==> src/alert_overheat_map.vh <==
`ifndef ALERT_OVERHEAT_MAP_VH
`define ALERT_OVERHEAT_MAP_VH

// ==========================================================
// Register offsets
`define ADDR_STATUS_FIRST 8'h41
`define ADDR_STATUS_SECOND 8'h42
`define ADDR_MASK_FIRST 8'h74
`define ADDR_MASK_SECOND 8'h75
`define ADDR_CONFIG_THREE 8'h78
`define ADDR_OVERHEAT_TIMER 8'h79
`define ADDR_OVERHEAT_LIMIT 8'h7a
`define ADDR_CONFIG_FOUR 8'h7d

// ==========================================================
// Field positions
`define SUMMARY_BIT 7
`define FOURTH_TACH_BIT 5
`define CFG3_ALERT_BIT 0
`define CFG3_OVERHEAT_EN_BIT 1
`define CFG3_FULL_SPEED_ON_OVERHEAT_BIT 2
`define CFG4_LOW_RAIL_ALERT_BIT 0
`define CFG4_OVERHEAT_SEL_BIT 1

// ==========================================================
// Reset values, full duty and timer full scale
`define MASK_RESET 8'h00
`define CONFIG_RESET 8'h00
`define LIMIT_RESET 8'h00
`define FULL_DUTY 8'hff
`define TIMER_FULL 8'hff

// ==========================================================
// Timing
`define CLK_PERIOD_NS 25
`define OVERHEAT_LSB_NS 22760000
`define OVERHEAT_TICK_CYCLES (`OVERHEAT_LSB_NS / `CLK_PERIOD_NS)
`define TICK_COUNT_WIDTH 20

`endif

==> src/overheat_timer.v <==
`timescale 1ns/1ps
`default_nettype none

module overheat_timer #(
    parameter TICK_CYCLES = 910400,
    parameter COUNT_WIDTH = 20
) (
    input wire i_clk,
    input wire i_reset,
    input wire i_asserted,
    input wire i_clear,
    output wire [7:0] o_value
);

`include "alert_overheat_map.vh"

localparam integer tick_last_full = TICK_CYCLES - 1;
localparam [COUNT_WIDTH-1:0] tick_last = tick_last_full[COUNT_WIDTH-1:0];

reg [COUNT_WIDTH-1:0] cycle_count;
reg [7:0] ticks;
reg seen;

// ==========================================================
// Cumulative assertion time
always @(posedge i_clk or posedge i_reset)
begin
    if (i_reset)
    begin
        cycle_count <= {COUNT_WIDTH{1'b0}};
        ticks <= 8'h00;
        seen <= 1'b0;
    end
    else if (i_clear)
    begin
        cycle_count <= {COUNT_WIDTH{1'b0}};
        ticks <= 8'h00;
        seen <= i_asserted;
    end
    else if (i_asserted && ticks != `TIMER_FULL)
    begin
        seen <= 1'b1;
        if (cycle_count == tick_last)
        begin
            cycle_count <= {COUNT_WIDTH{1'b0}};
            ticks <= ticks + 8'h01;
        end
        else
        begin
            cycle_count <= cycle_count + {{(COUNT_WIDTH-1){1'b0}}, 1'b1};
        end
    end
end

// Bit 0 marks any assertion until the second full step
assign o_value = (ticks == 8'h00 && seen) ? 8'h01 : ticks;

endmodule
`default_nettype wire

==> src/alert_overheat_ctrl.v <==
// What this block does
// - Mask bits gate only the alert; status bits still set normally.
// - First mask bits 7..0 gate summary, remote2, local, remote1, 5V, supply, core, 2.5V.
// - Second mask bits 7..0 gate diode2, diode1, fourth_tach_fail, third_tach_fail, second_tach_fail, first_tach_fail, overtemp, 12V.
// - With overheat enabled on either pin, second mask bit 5 gates timer event.
// - Alert output disabled after reset; shared pins keep other functions.
// - Configuration three bit 0 turns its shared pin into alert output.
// - Configuration four bit 0 turns low-rail input pin into alert output.
// - Overheat pin works only while configuration three bit 1 is set.
// - Configuration four bit 1 picks 5V pin or tach pin, never both.
// - Full_speed_on_overheat bit forces running fans to full duty while overheat held low.
// - Full_speed_on_overheat leaves stopped fans alone: zero manual duty or below start temperature.
// - Timer counts only during assertion, holding value between assertions.
// - Timer accumulates until read clears it, saturating at full scale.
// - Timer is eight bits; bit 0 sets on first assertion after clear.
// - Past 45.52 ms bit 1 sets, bit 0 clears; LSB weighs 22.76 ms.
// - Timer read during assertion clears, sets bit 0, counts again from zero.
// - Limit 0x00 and read during assertion sets second status bit 5 again.
// - Status bits stick until read after the condition has gone.
// - Alert stays low while unmasked fault persists and until status read.
// - First status bit 7 reads one while any second status bit set.
// - Timer above limit sets second status bit 5 and alerts unless masked.
`timescale 1ns/1ps
`default_nettype none
`include "alert_overheat_map.vh"

module alert_overheat_ctrl #(
    parameter FAN_COUNT = 3,
    parameter TICK_CYCLES = `OVERHEAT_TICK_CYCLES,
    parameter TICK_WIDTH = `TICK_COUNT_WIDTH
) (
    input wire I_CLK,
    input wire I_RESET,
    input wire [7:0] I_REG_ADDR,
    input wire I_REG_WR,
    input wire [7:0] I_REG_WDATA,
    input wire I_REG_RD,
    output reg [7:0] O_REG_RDATA,
    input wire [6:0] I_FAULT_FIRST,
    input wire [7:0] I_FAULT_SECOND,
    input wire I_FOURTH_SPEED_INPUT,
    input wire I_FIVE_VOLT_PIN,
    input wire [8*FAN_COUNT-1:0] I_FAN_DUTY,
    input wire [FAN_COUNT-1:0] I_FAN_AUTO_MODE,
    input wire [FAN_COUNT-1:0] I_FAN_BELOW_START,
    output wire [8*FAN_COUNT-1:0] O_FAN_DUTY,
    output wire O_ALERT_PIN_OUT,
    output reg O_ALERT_PIN_OE,
    output wire O_LOW_RAIL_PIN_OUT,
    output reg O_LOW_RAIL_PIN_OE,
    output reg O_OVERHEAT_ON_TACH_PIN,
    output reg O_OVERHEAT_ON_FIVE_VOLT_PIN,
    output reg O_OVERHEAT_ACTIVE
);

reg [7:0] interrupt_mask_first;
reg [7:0] interrupt_mask_second;
reg [7:0] configuration_three;
reg [7:0] overheat_time_limit;
reg [7:0] configuration_four;
reg [6:0] status_first;
reg [7:0] status_second;
reg [2:0] tach_sync;
reg [2:0] five_sync;
reg tach_level;
reg five_level;

wire [7:0] overheat_assertion_timer;
wire wr_hit;
wire rd_hit;
wire overheat_enable;
wire overheat_select;
wire overheat_pin_low;
wire overheat_asserted;
wire timer_over_limit;
wire [7:0] second_source;
wire [7:0] status_first_view;
wire second_alert;
wire first_alert;
wire any_alert;
wire [6:0] next_status_first;
wire [7:0] next_status_second;

assign wr_hit = I_REG_WR;
assign rd_hit = I_REG_RD;

// ==========================================================
// Register writes
always @(posedge I_CLK or posedge I_RESET)
begin
    if (I_RESET)
    begin
        interrupt_mask_first <= `MASK_RESET;
        interrupt_mask_second <= `MASK_RESET;
        configuration_three <= `CONFIG_RESET;
        overheat_time_limit <= `LIMIT_RESET;
        configuration_four <= `CONFIG_RESET;
    end
    else if (wr_hit)
    begin
        case (I_REG_ADDR)
            `ADDR_MASK_FIRST:
            begin
                interrupt_mask_first <= I_REG_WDATA;
            end
            `ADDR_MASK_SECOND:
            begin
                interrupt_mask_second <= I_REG_WDATA;
            end
            `ADDR_CONFIG_THREE:
            begin
                configuration_three <= I_REG_WDATA;
            end
            `ADDR_OVERHEAT_LIMIT:
            begin
                overheat_time_limit <= I_REG_WDATA;
            end
            `ADDR_CONFIG_FOUR:
            begin
                configuration_four <= I_REG_WDATA;
            end
            default:
            begin
                interrupt_mask_first <= interrupt_mask_first;
            end
        endcase
    end
end

// ==========================================================
// Overheat pin sampling, active low
always @(posedge I_CLK or posedge I_RESET)
begin
    if (I_RESET)
    begin
        tach_sync <= 3'h7;
        five_sync <= 3'h7;
        tach_level <= 1'b1;
        five_level <= 1'b1;
    end
    else
    begin
        tach_sync <= {tach_sync[1:0], I_FOURTH_SPEED_INPUT};
        five_sync <= {five_sync[1:0], I_FIVE_VOLT_PIN};
        if (tach_sync[1] == tach_sync[2])
        begin
            tach_level <= tach_sync[2];
        end
        if (five_sync[1] == five_sync[2])
        begin
            five_level <= five_sync[2];
        end
    end
end

assign overheat_enable = configuration_three[`CFG3_OVERHEAT_EN_BIT];
assign overheat_select = configuration_four[`CFG4_OVERHEAT_SEL_BIT];
assign overheat_pin_low = overheat_select ? ~five_level : ~tach_level;
assign overheat_asserted = overheat_enable & overheat_pin_low;

// ==========================================================
// Assertion timer, cleared by reading it
overheat_timer #(
    .TICK_CYCLES(TICK_CYCLES),
    .COUNT_WIDTH(TICK_WIDTH)
) u_timer (
    .i_clk(I_CLK),
    .i_reset(I_RESET),
    .i_asserted(overheat_asserted),
    .i_clear(rd_hit && I_REG_ADDR == `ADDR_OVERHEAT_TIMER),
    .o_value(overheat_assertion_timer)
);

assign timer_over_limit = overheat_enable && (overheat_assertion_timer > overheat_time_limit);

// ==========================================================
// Sticky status
assign second_source = overheat_enable
    ? {I_FAULT_SECOND[7:6], timer_over_limit, I_FAULT_SECOND[4:0]}
    : I_FAULT_SECOND;

// Reading clears only what is no longer faulty; a new fault wins
assign next_status_first = (rd_hit && I_REG_ADDR == `ADDR_STATUS_FIRST)
    ? I_FAULT_FIRST
    : (status_first | I_FAULT_FIRST);
assign next_status_second = (rd_hit && I_REG_ADDR == `ADDR_STATUS_SECOND)
    ? second_source
    : (status_second | second_source);

always @(posedge I_CLK or posedge I_RESET)
begin
    if (I_RESET)
    begin
        status_first <= 7'h00;
        status_second <= 8'h00;
    end
    else
    begin
        status_first <= next_status_first;
        status_second <= next_status_second;
    end
end

assign status_first_view = {|status_second, status_first};

// ==========================================================
// Alert generation
assign first_alert = |(status_first & ~interrupt_mask_first[6:0]);
assign second_alert = |(status_second & ~interrupt_mask_second)
    & ~interrupt_mask_first[`SUMMARY_BIT];
assign any_alert = first_alert | second_alert;

always @(posedge I_CLK or posedge I_RESET)
begin
    if (I_RESET)
    begin
        O_ALERT_PIN_OE <= 1'b0;
        O_LOW_RAIL_PIN_OE <= 1'b0;
        O_OVERHEAT_ON_TACH_PIN <= 1'b0;
        O_OVERHEAT_ON_FIVE_VOLT_PIN <= 1'b0;
        O_OVERHEAT_ACTIVE <= 1'b0;
    end
    else
    begin
        O_ALERT_PIN_OE <= configuration_three[`CFG3_ALERT_BIT] & any_alert;
        O_LOW_RAIL_PIN_OE <= configuration_four[`CFG4_LOW_RAIL_ALERT_BIT] & any_alert;
        O_OVERHEAT_ON_TACH_PIN <= overheat_enable & ~overheat_select;
        O_OVERHEAT_ON_FIVE_VOLT_PIN <= overheat_enable & overheat_select;
        O_OVERHEAT_ACTIVE <= overheat_asserted;
    end
end

// Open drain: pulls low only while enabled
assign O_ALERT_PIN_OUT = 1'b0;
assign O_LOW_RAIL_PIN_OUT = 1'b0;

// ==========================================================
// Fan full_speed_on_overheat on overheat
genvar fan;
generate
    for (fan = 0; fan < FAN_COUNT; fan = fan + 1)
    begin : g_fan
        wire [7:0] duty;
        wire running;
        reg [7:0] driven;
        assign duty = I_FAN_DUTY[8*fan+7:8*fan];
        assign running = I_FAN_AUTO_MODE[fan] ? ~I_FAN_BELOW_START[fan] : (duty != 8'h00);
        assign O_FAN_DUTY[8*fan+7:8*fan] = driven;
        always @(posedge I_CLK or posedge I_RESET)
        begin
            if (I_RESET)
            begin
                driven <= 8'h00;
            end
            else if (configuration_three[`CFG3_FULL_SPEED_ON_OVERHEAT_BIT] && overheat_asserted && running)
            begin
                driven <= `FULL_DUTY;
            end
            else
            begin
                driven <= duty;
            end
        end
    end
endgenerate

// ==========================================================
// Register reads
always @(posedge I_CLK or posedge I_RESET)
begin
    if (I_RESET)
    begin
        O_REG_RDATA <= 8'h00;
    end
    else if (rd_hit)
    begin
        case (I_REG_ADDR)
            `ADDR_STATUS_FIRST:
            begin
                O_REG_RDATA <= status_first_view;
            end
            `ADDR_STATUS_SECOND:
            begin
                O_REG_RDATA <= status_second;
            end
            `ADDR_MASK_FIRST:
            begin
                O_REG_RDATA <= interrupt_mask_first;
            end
            `ADDR_MASK_SECOND:
            begin
                O_REG_RDATA <= interrupt_mask_second;
            end
            `ADDR_CONFIG_THREE:
            begin
                O_REG_RDATA <= configuration_three;
            end
            `ADDR_OVERHEAT_TIMER:
            begin
                O_REG_RDATA <= overheat_assertion_timer;
            end
            `ADDR_OVERHEAT_LIMIT:
            begin
                O_REG_RDATA <= overheat_time_limit;
            end
            `ADDR_CONFIG_FOUR:
            begin
                O_REG_RDATA <= configuration_four;
            end
            default:
            begin
                O_REG_RDATA <= 8'h00;
            end
        endcase
    end
end

endmodule
`default_nettype wire

==> config.mk <==
export PLATFORM = sky130hd
export DESIGN_NAME = alert_overheat_ctrl
export DESIGN_NICKNAME = d
export VERILOG_FILES = /design/src/overheat_timer.v /design/src/alert_overheat_ctrl.v
export VERILOG_INCLUDE_DIRS = /design/src
export SDC_FILE = /design/constraint.sdc
export NUM_CORES = 1
export LEC_CHECK = 0
export BUFFER_PORTS_ARGS = -buffer_cell sky130_fd_sc_hd__buf_2
export CAP_MARGIN = 10
export CORE_MARGIN = 5
export CORE_UTILIZATION = 51
export DETAILED_ROUTE_END_ITERATION = 16
export PLACE_DENSITY = 0.73
export SYNTH_ARGS = -nofsm -noshare
export SYNTH_HDL_FRONTEND = slang
export SYNTH_SLANG_ARGS = --single-unit
==> constraint.sdc <==
create_clock -name I_CLK -period 4.1 [get_ports I_CLK]
set_clock_uncertainty 0.05 [all_clocks]
set_input_delay 0.615 -clock I_CLK [delete_from_list [all_inputs] [get_ports I_CLK]]
set_output_delay 0.615 -clock I_CLK [all_outputs]
set_load 0.01 [all_outputs]
# Yosys cells after proc, flatten, opt, wreduce, memory -nomap -nowiden
# Index checks and enable logic that the tools add are counted.
[op_classes]
bitwise = 20
addsub = 2
n_reduce_logical = 25
n_eq_ne = 12
magnitude_cmp = 1
mux = 20
[ops]
columns = ["operator", "n"]
rows = [
  ["$eq 8x7->1 const B", 8],
  ["$mux 8", 8],
  ["$pmux 8 s8", 1],
  ["$mux 20", 3],
  ["$reduce_bool 8->1", 3],
  ["$add 20x1->20 const B", 1],
  ["$eq 20x20->1 const B", 1],
  ["$reduce_or 8->1", 2],
  ["$reduce_and 2->1", 6],
  ["$logic_and 1x1->1", 10],
  ["$add 8x1->8 const B", 1],
  ["$and 8x8->8", 1],
  ["$gt 8x8->1", 1],
  ["$logic_not 8->1", 1],
  ["$ne 8x8->1 const B", 1],
  ["$not 8->8", 1],
  ["$or 8x8->8", 1],
  ["$and 7x7->7", 1],
  ["$mux 7", 1],
  ["$not 1->1", 7],
  ["$not 7->7", 1],
  ["$or 7x7->7", 1],
  ["$reduce_or 7->1", 1],
  ["$and 1x1->1", 6],
  ["other kinds (5)", 12],
]
[word_totals]
ff_bits = 129
elab_cells = 103
inputBits = 67
output_inout_bits = 39

# Logic depth before layout (Yosys ltp)
[logic_depth]
depth_word = 8
ltp_mapped = 10
depth_no_buf = 10

# Modules after synthesis
# Synthesis repeated with hierarchy kept, for this count alone.
[unflattened]
hier_cells = 589
hier_area_um2 = 6411.1
[modules_own_cells]
columns = ["mod", "cells_per_inst", "area_per_inst_um2", "n_inst", "seq_area_each_um2"]
rows = [
  ["alert_overheat_ctrl", 383, 4598.2, 1, 2512.4],
  ["overheat_timer", 206, 1813.0, 1, 725.7],
]

# Worst setup path after synthesis
# OpenSTA, ideal clock, no wires.
[synth_path]
kind = "input to register"
startpoint = "in I_REG_ADDR[1]"
endpoint = "reg interrupt_mask_first[0]"
stages = 5
slack_ns = 1.872
arrival_time_ns = 2.053
t_required_ns = 3.925
path_buffers = 2
setup_time_ns = 0.125
path_cell_list = "buf_4 -> or4_1 -> buf_6 -> nor3b_4 -> mux2_2"
[synth_via]
elab_chain_cells = 2
[synth_lines]
columns = ["element", "line", "text"]
rows = [
  ["from (decl)", "alert_overheat_ctrl.v:34", "input wire [7:0] I_REG_ADDR,"],
  ["$eq 8x7->1", "alert_overheat_ctrl.v:101", "case (I_REG_ADDR)"],
  ["$reduce_and 2->1 (no source line)", "--", ""],
  ["to (signal assigned)", "alert_overheat_ctrl.v:93", "interrupt_mask_first <= `MASK_RESET;"],
  ["to (signal assigned)", "alert_overheat_ctrl.v:124", "interrupt_mask_first <= interrupt_mask_first;"],
  ["to (decl)", "alert_overheat_ctrl.v:56", "reg [7:0] interrupt_mask_first;"],
]
# No other way between the ends.
# A chain may end at the register's enable or synchronous reset.

# Worst setup path in the final report
[layout_path]
startpoint = "in I_REG_ADDR[0]"
endpoint = "reg u_timer.ticks[1]"
[layout_via]
elab_chain_cells = 4
elab_cells_between_ends = 6
cone_classes = "eq/ne (1); mux (1); reduce/logical (4)"
[layout_lines]
columns = ["element", "line", "text"]
rows = [
  ["$eq 8x7->1 *", "--", ""],
  ["$logic_and 1x1->1 (no source line) *", "--", ""],
  ["$reduce_bool 2->1 (no source line)", "--", ""],
  ["$reduce_and 2->1 (no source line)", "--", ""],
  ["to (signal assigned)", "overheat_timer.v:46", "ticks <= ticks + 8'h01;"],
  ["to (decl)", "overheat_timer.v:21", "reg [7:0] ticks;"],
]
# Mark *: on every way between the ends. The rest lies on a longest branch, timed or not.

==> parameters.txt <==
Parameter                              Value

Outcome
  Run status ... finished clean

Clock network
  CTS Hold Buffers Added ... 0
  Number of buffers on the longest clock path ... 2
  Clk slew on worst S/H paths ... 60 ps
  CTS sink count ... approximately 130
  Clock root buffer ... sky130_fd_sc_hd__clkbuf_16
  Resize count post-CTS ... 0
  CTS tree ... done
  Postcts setup bufs ... 0
  Clock latency on the worst-skew pair ... 410 ps
  H-Tree Depth ... 4
  TritonCTS buffer count ... 17

Min path
  Worst Hold Depth ... 1
  Class of the tightest hold or removal check ... input port to flip-flop
  Start point of the worst hold path ... I_FIVE_VOLT_PIN

Detailed routing
  Via-per-instance ratio ... a little under 6
  Vias after detailed routing ... around 5000
  Total detailed-routing wirelength ... 15000 um
  Post-route antenna net violation count ... 0
  First drt pass iteration count ... 5
  Average routed wire per standard cell ... 18.09 um
  DRC marker count from the first detailed-route iteration ... between 400 and 500
  Post-route DRC ... 0

Floorplanning
  Starting utilization of the core area ... 51.94%
  Floorplan die area ... about 14000 um2
  Floorplan die height ... 120.4 um
  Chip Width ... around 120 um
  Row count ... 40
  Placeable core region ... 11960 um2
  I/O pin total ... 106

Logic synthesis
  Dominant combinational cell family by area after synthesis ... simple AND/OR/NAND/NOR gates
  Number of instances in the synthesized netlist ... 574
  Share of synthesized cell area in and, or, nand and nor gates ... between 10% and 20%
  Mux share of post-synthesis cell area ... between 7 and 8%
  Parity-gate share of the synthesized area counting xor and xnor cells ... 0.1410%
  EDFF count, synth ... 0
  FFs w/ async S/R, synth ... 100.0%
  Avg Inst Size Synth ... between 10 and 15 um2
  Commonest register cell after synthesis ... sky130_fd_sc_hd__dfrtp_1
  Yosys warning total ... 0
  Netlist area before placement ... slightly above 6000 um2
  Sequential cell area fraction in the yosys report ... 52.12%
  Number of storage elements in the synthesis netlist ... roughly 130
  Synth unique cells ... 63
  Fraction of the mapped netlist area in adder cells ... ~2.5%
  Compound-Gate Fraction of Synth Area ... approximately 14%

STA
  Worst slew slack as a fraction of its limit ... between 50% and 60%
  Slew at the pin with the worst max-slew slack ... 744.8 ps
  Final Worst Setup Slack ... around 1500 ps
  Number of pins exceeding their max-slew limit in the final report ... 0
  Unrepaired setup endpoints after global routing ... false
  Count of endpoints failing setup in the final report ... 0
  Final-layout setup total negative slack ... 0 ps
  Final hold slack ... about 250 ps
  Fraction of the cycle the final worst path needs ... between 60% and 70%
  FMAX ... 385.6 MHz
  Number of endpoints with negative hold slack in the final report ... 0
  Crit path time final ... ~2600 ps

Setup path
  Reg2Reg Capture Point ... u_timer.ticks[1]
  Crit. path cell count ... 6
  Critical R2R Launch ... u_timer.cycle_count[0]
  Slowest CP cell ... sky130_fd_sc_hd__nor2b_1
  Worst r2r path cells ... 6
  Worst setup path class ... input port to flip-flop
  Kind of end point of the critical path ... flip-flop
  Required @ worst endpoint ... about 4400 ps
  Critical Path Start ... I_REG_ADDR[0]
  Sum of buffers and inverters on the critical path ... 2
  Max incr delay on CP ... roughly 550 ps
  Family with the most delay on the worst path ... simple AND/OR/NAND/NOR gates
  Capturing instance or port of the critical path ... u_timer.ticks[1]
  Kind of start point of the critical path ... input port
  Critical path data arrival time ... 2870 ps
  Worst-case register-to-register setup slack ... ~1600 ps
  Ordered list of cells on the worst path ... buf_2 -> nor2b_1 -> buf_4 -> nand3_1 -> nand2_1 -> mux2i_1
  Max Fanout on Critical Path ... 17

Finish
  Count of placed standard cells in the final layout, fillers left out ... 829
  Largest register by flop count ... g_fan.driven
  Leading cell types in the layout, fill and taps excluded ... sky130_fd_sc_hd__dfrtp_1 (121), sky130_fd_sc_hd__buf_2 (103), sky130_fd_sc_hd__nand2_1 (42)
  Layout cells sized above 1 ... about a third
  Most common cell after layout, fill and taps aside ... sky130_fd_sc_hd__dfrtp_1
  Count of fill cells added during filler insertion ... approximately 1000
  Layout overhead on the synthesized area ... 18.57%
  Leading registers by flop count ... g_fan.driven x24, u_timer.cycle_count x20
  Diode insertion count for antenna repair ... 0
  Final net count ... about 750
  Number of flip-flops under the largest register name ... 24

Global route
  First-pass GRT wire length ... between 20000 and 30000 um
  Met2 track demand over resource ... 34.93%
  GRT met3 Usage ... 6.361%
  Combined global-route utilization of all metal layers ... between 20% and 30%
  GRT overflow ... 0
  Largest net degree at the start of global routing ... 73
  Antenna violations before repair ... 0
  Number of global-route vias before repair ... roughly 5000
  Layer with the highest usage ... met2
  GR Util met1 ... between 20% and 30%

Placement
  Place WS ... between 1000 and 1500 ps
  HPWL after detailed placement ... about 11000 um
  Last weighted congestion value of the routability-driven placer ... between 0.9 and 1
  Dpl cells ... 797
  Number of input and output port buffers inserted ... 103

Power and ir drop
  Peak supply drop ... between 0.3 and 0.4 mV
  Cell leakage power ... about 3.4 nW
  Power density relative to cell area ... 431.7 nW/um2
  Total power after layout ... around 0.0032 W

Run
  Number of max-capacitance violations reported ... 0
-- where the power goes --
group,leakage [nW],switching (W),internal (W)
clock network,0.275,0.000585,0.000857
registers,1.51,0.0000683,0.00135
logic,1.59,0.000176,0.000139
total,3.37,0.000829,0.00235
-- metrics by stage --
step                      util (%)  cell area (um2)
after floorplan                  -             6216
after global placement       56.81             6795
after detailed placement     56.81             6795
after CTS                    61.58             7366
after global routing         61.58             7366
final                        61.58             7366
-- area by class of cell --
class	count	area, um2	share of cell area [%]
multi-input combinational	384	2700	36.66
clock buffer	18	439.2	5.962
sequential	129	3238	43.96
clock inverter	14	131.4	1.784
inverter	30	115.1	1.563
timing repair buffer	107	558.0	7.576
tap	147	183.9	2.497
-- routing by layer --
metal,vias up,share of wire (%)
met5,-,0
met4,0,3.0
met3,34,6.0
met2,169,50
met1,2406,41
li1,2301,-
-- cell usage after synthesis, types with 4 or more instances --
master,instances,area share [%]
sky130_fd_sc_hd__nor2_1,20,1.2
sky130_fd_sc_hd__nand2_1,42,2.5
sky130_fd_sc_hd__buf_2,11,0.89
sky130_fd_sc_hd__buf_4,4,0.48
sky130_fd_sc_hd__inv_1,30,1.8
sky130_fd_sc_hd__o221ai_1,5,0.70
sky130_fd_sc_hd__o21ai_2,5,0.70
sky130_fd_sc_hd__o21ai_0,17,1.4
sky130_fd_sc_hd__ha_1,11,2.2
sky130_fd_sc_hd__dfstp_2,8,3.4
sky130_fd_sc_hd__o211ai_1,6,0.73
sky130_fd_sc_hd__clkbuf_1,13,0.79
sky130_fd_sc_hd__dfrtp_1,121,49
sky130_fd_sc_hd__nand4_1,14,1.4
sky130_fd_sc_hd__mux2_2,29,5.3
sky130_fd_sc_hd__a21o_1,16,1.9
sky130_fd_sc_hd__or2_2,25,2.5
sky130_fd_sc_hd__o22ai_1,8,0.81
sky130_fd_sc_hd__nor4b_1,6,0.85
sky130_fd_sc_hd__o31ai_1,8,0.97
sky130_fd_sc_hd__nor2b_1,8,0.81
sky130_fd_sc_hd__mux2i_1,14,2.3
sky130_fd_sc_hd__nand3_1,12,0.97
sky130_fd_sc_hd__nor4_1,6,0.60
sky130_fd_sc_hd__or3_1,6,0.60
sky130_fd_sc_hd__a22oi_1,12,1.5
sky130_fd_sc_hd__nor3_1,6,0.48
sky130_fd_sc_hd__a211oi_1,8,0.97
sky130_fd_sc_hd__a21oi_1,35,2.8
sky130_fd_sc_hd__or4_1,20,2.4
sky130_fd_sc_hd__and4_1,4,0.56
-- logic make-up after synthesis --
kind of cell / count (synthesis)
flip-flops: 129
XOR/XNOR: 1
other: 1
adder cells (fa/ha/maj): 13
AND/OR/NAND/NOR: 193
AO/OA/AOI/OAI: 132
buffers and inverters: 62
multiplexers: 43
-- worst min-delay path by stage --
| stage | end |
|---|---|
| floorplan | five_sync[1] |
| global placement | five_sync[1] |
| detailed placement | five_sync[1] |
| CTS | five_sync[0] |
| global route | five_sync[0] |
| finish | five_sync[0] |
Note: power is estimated with default switching activity, not from simulation.
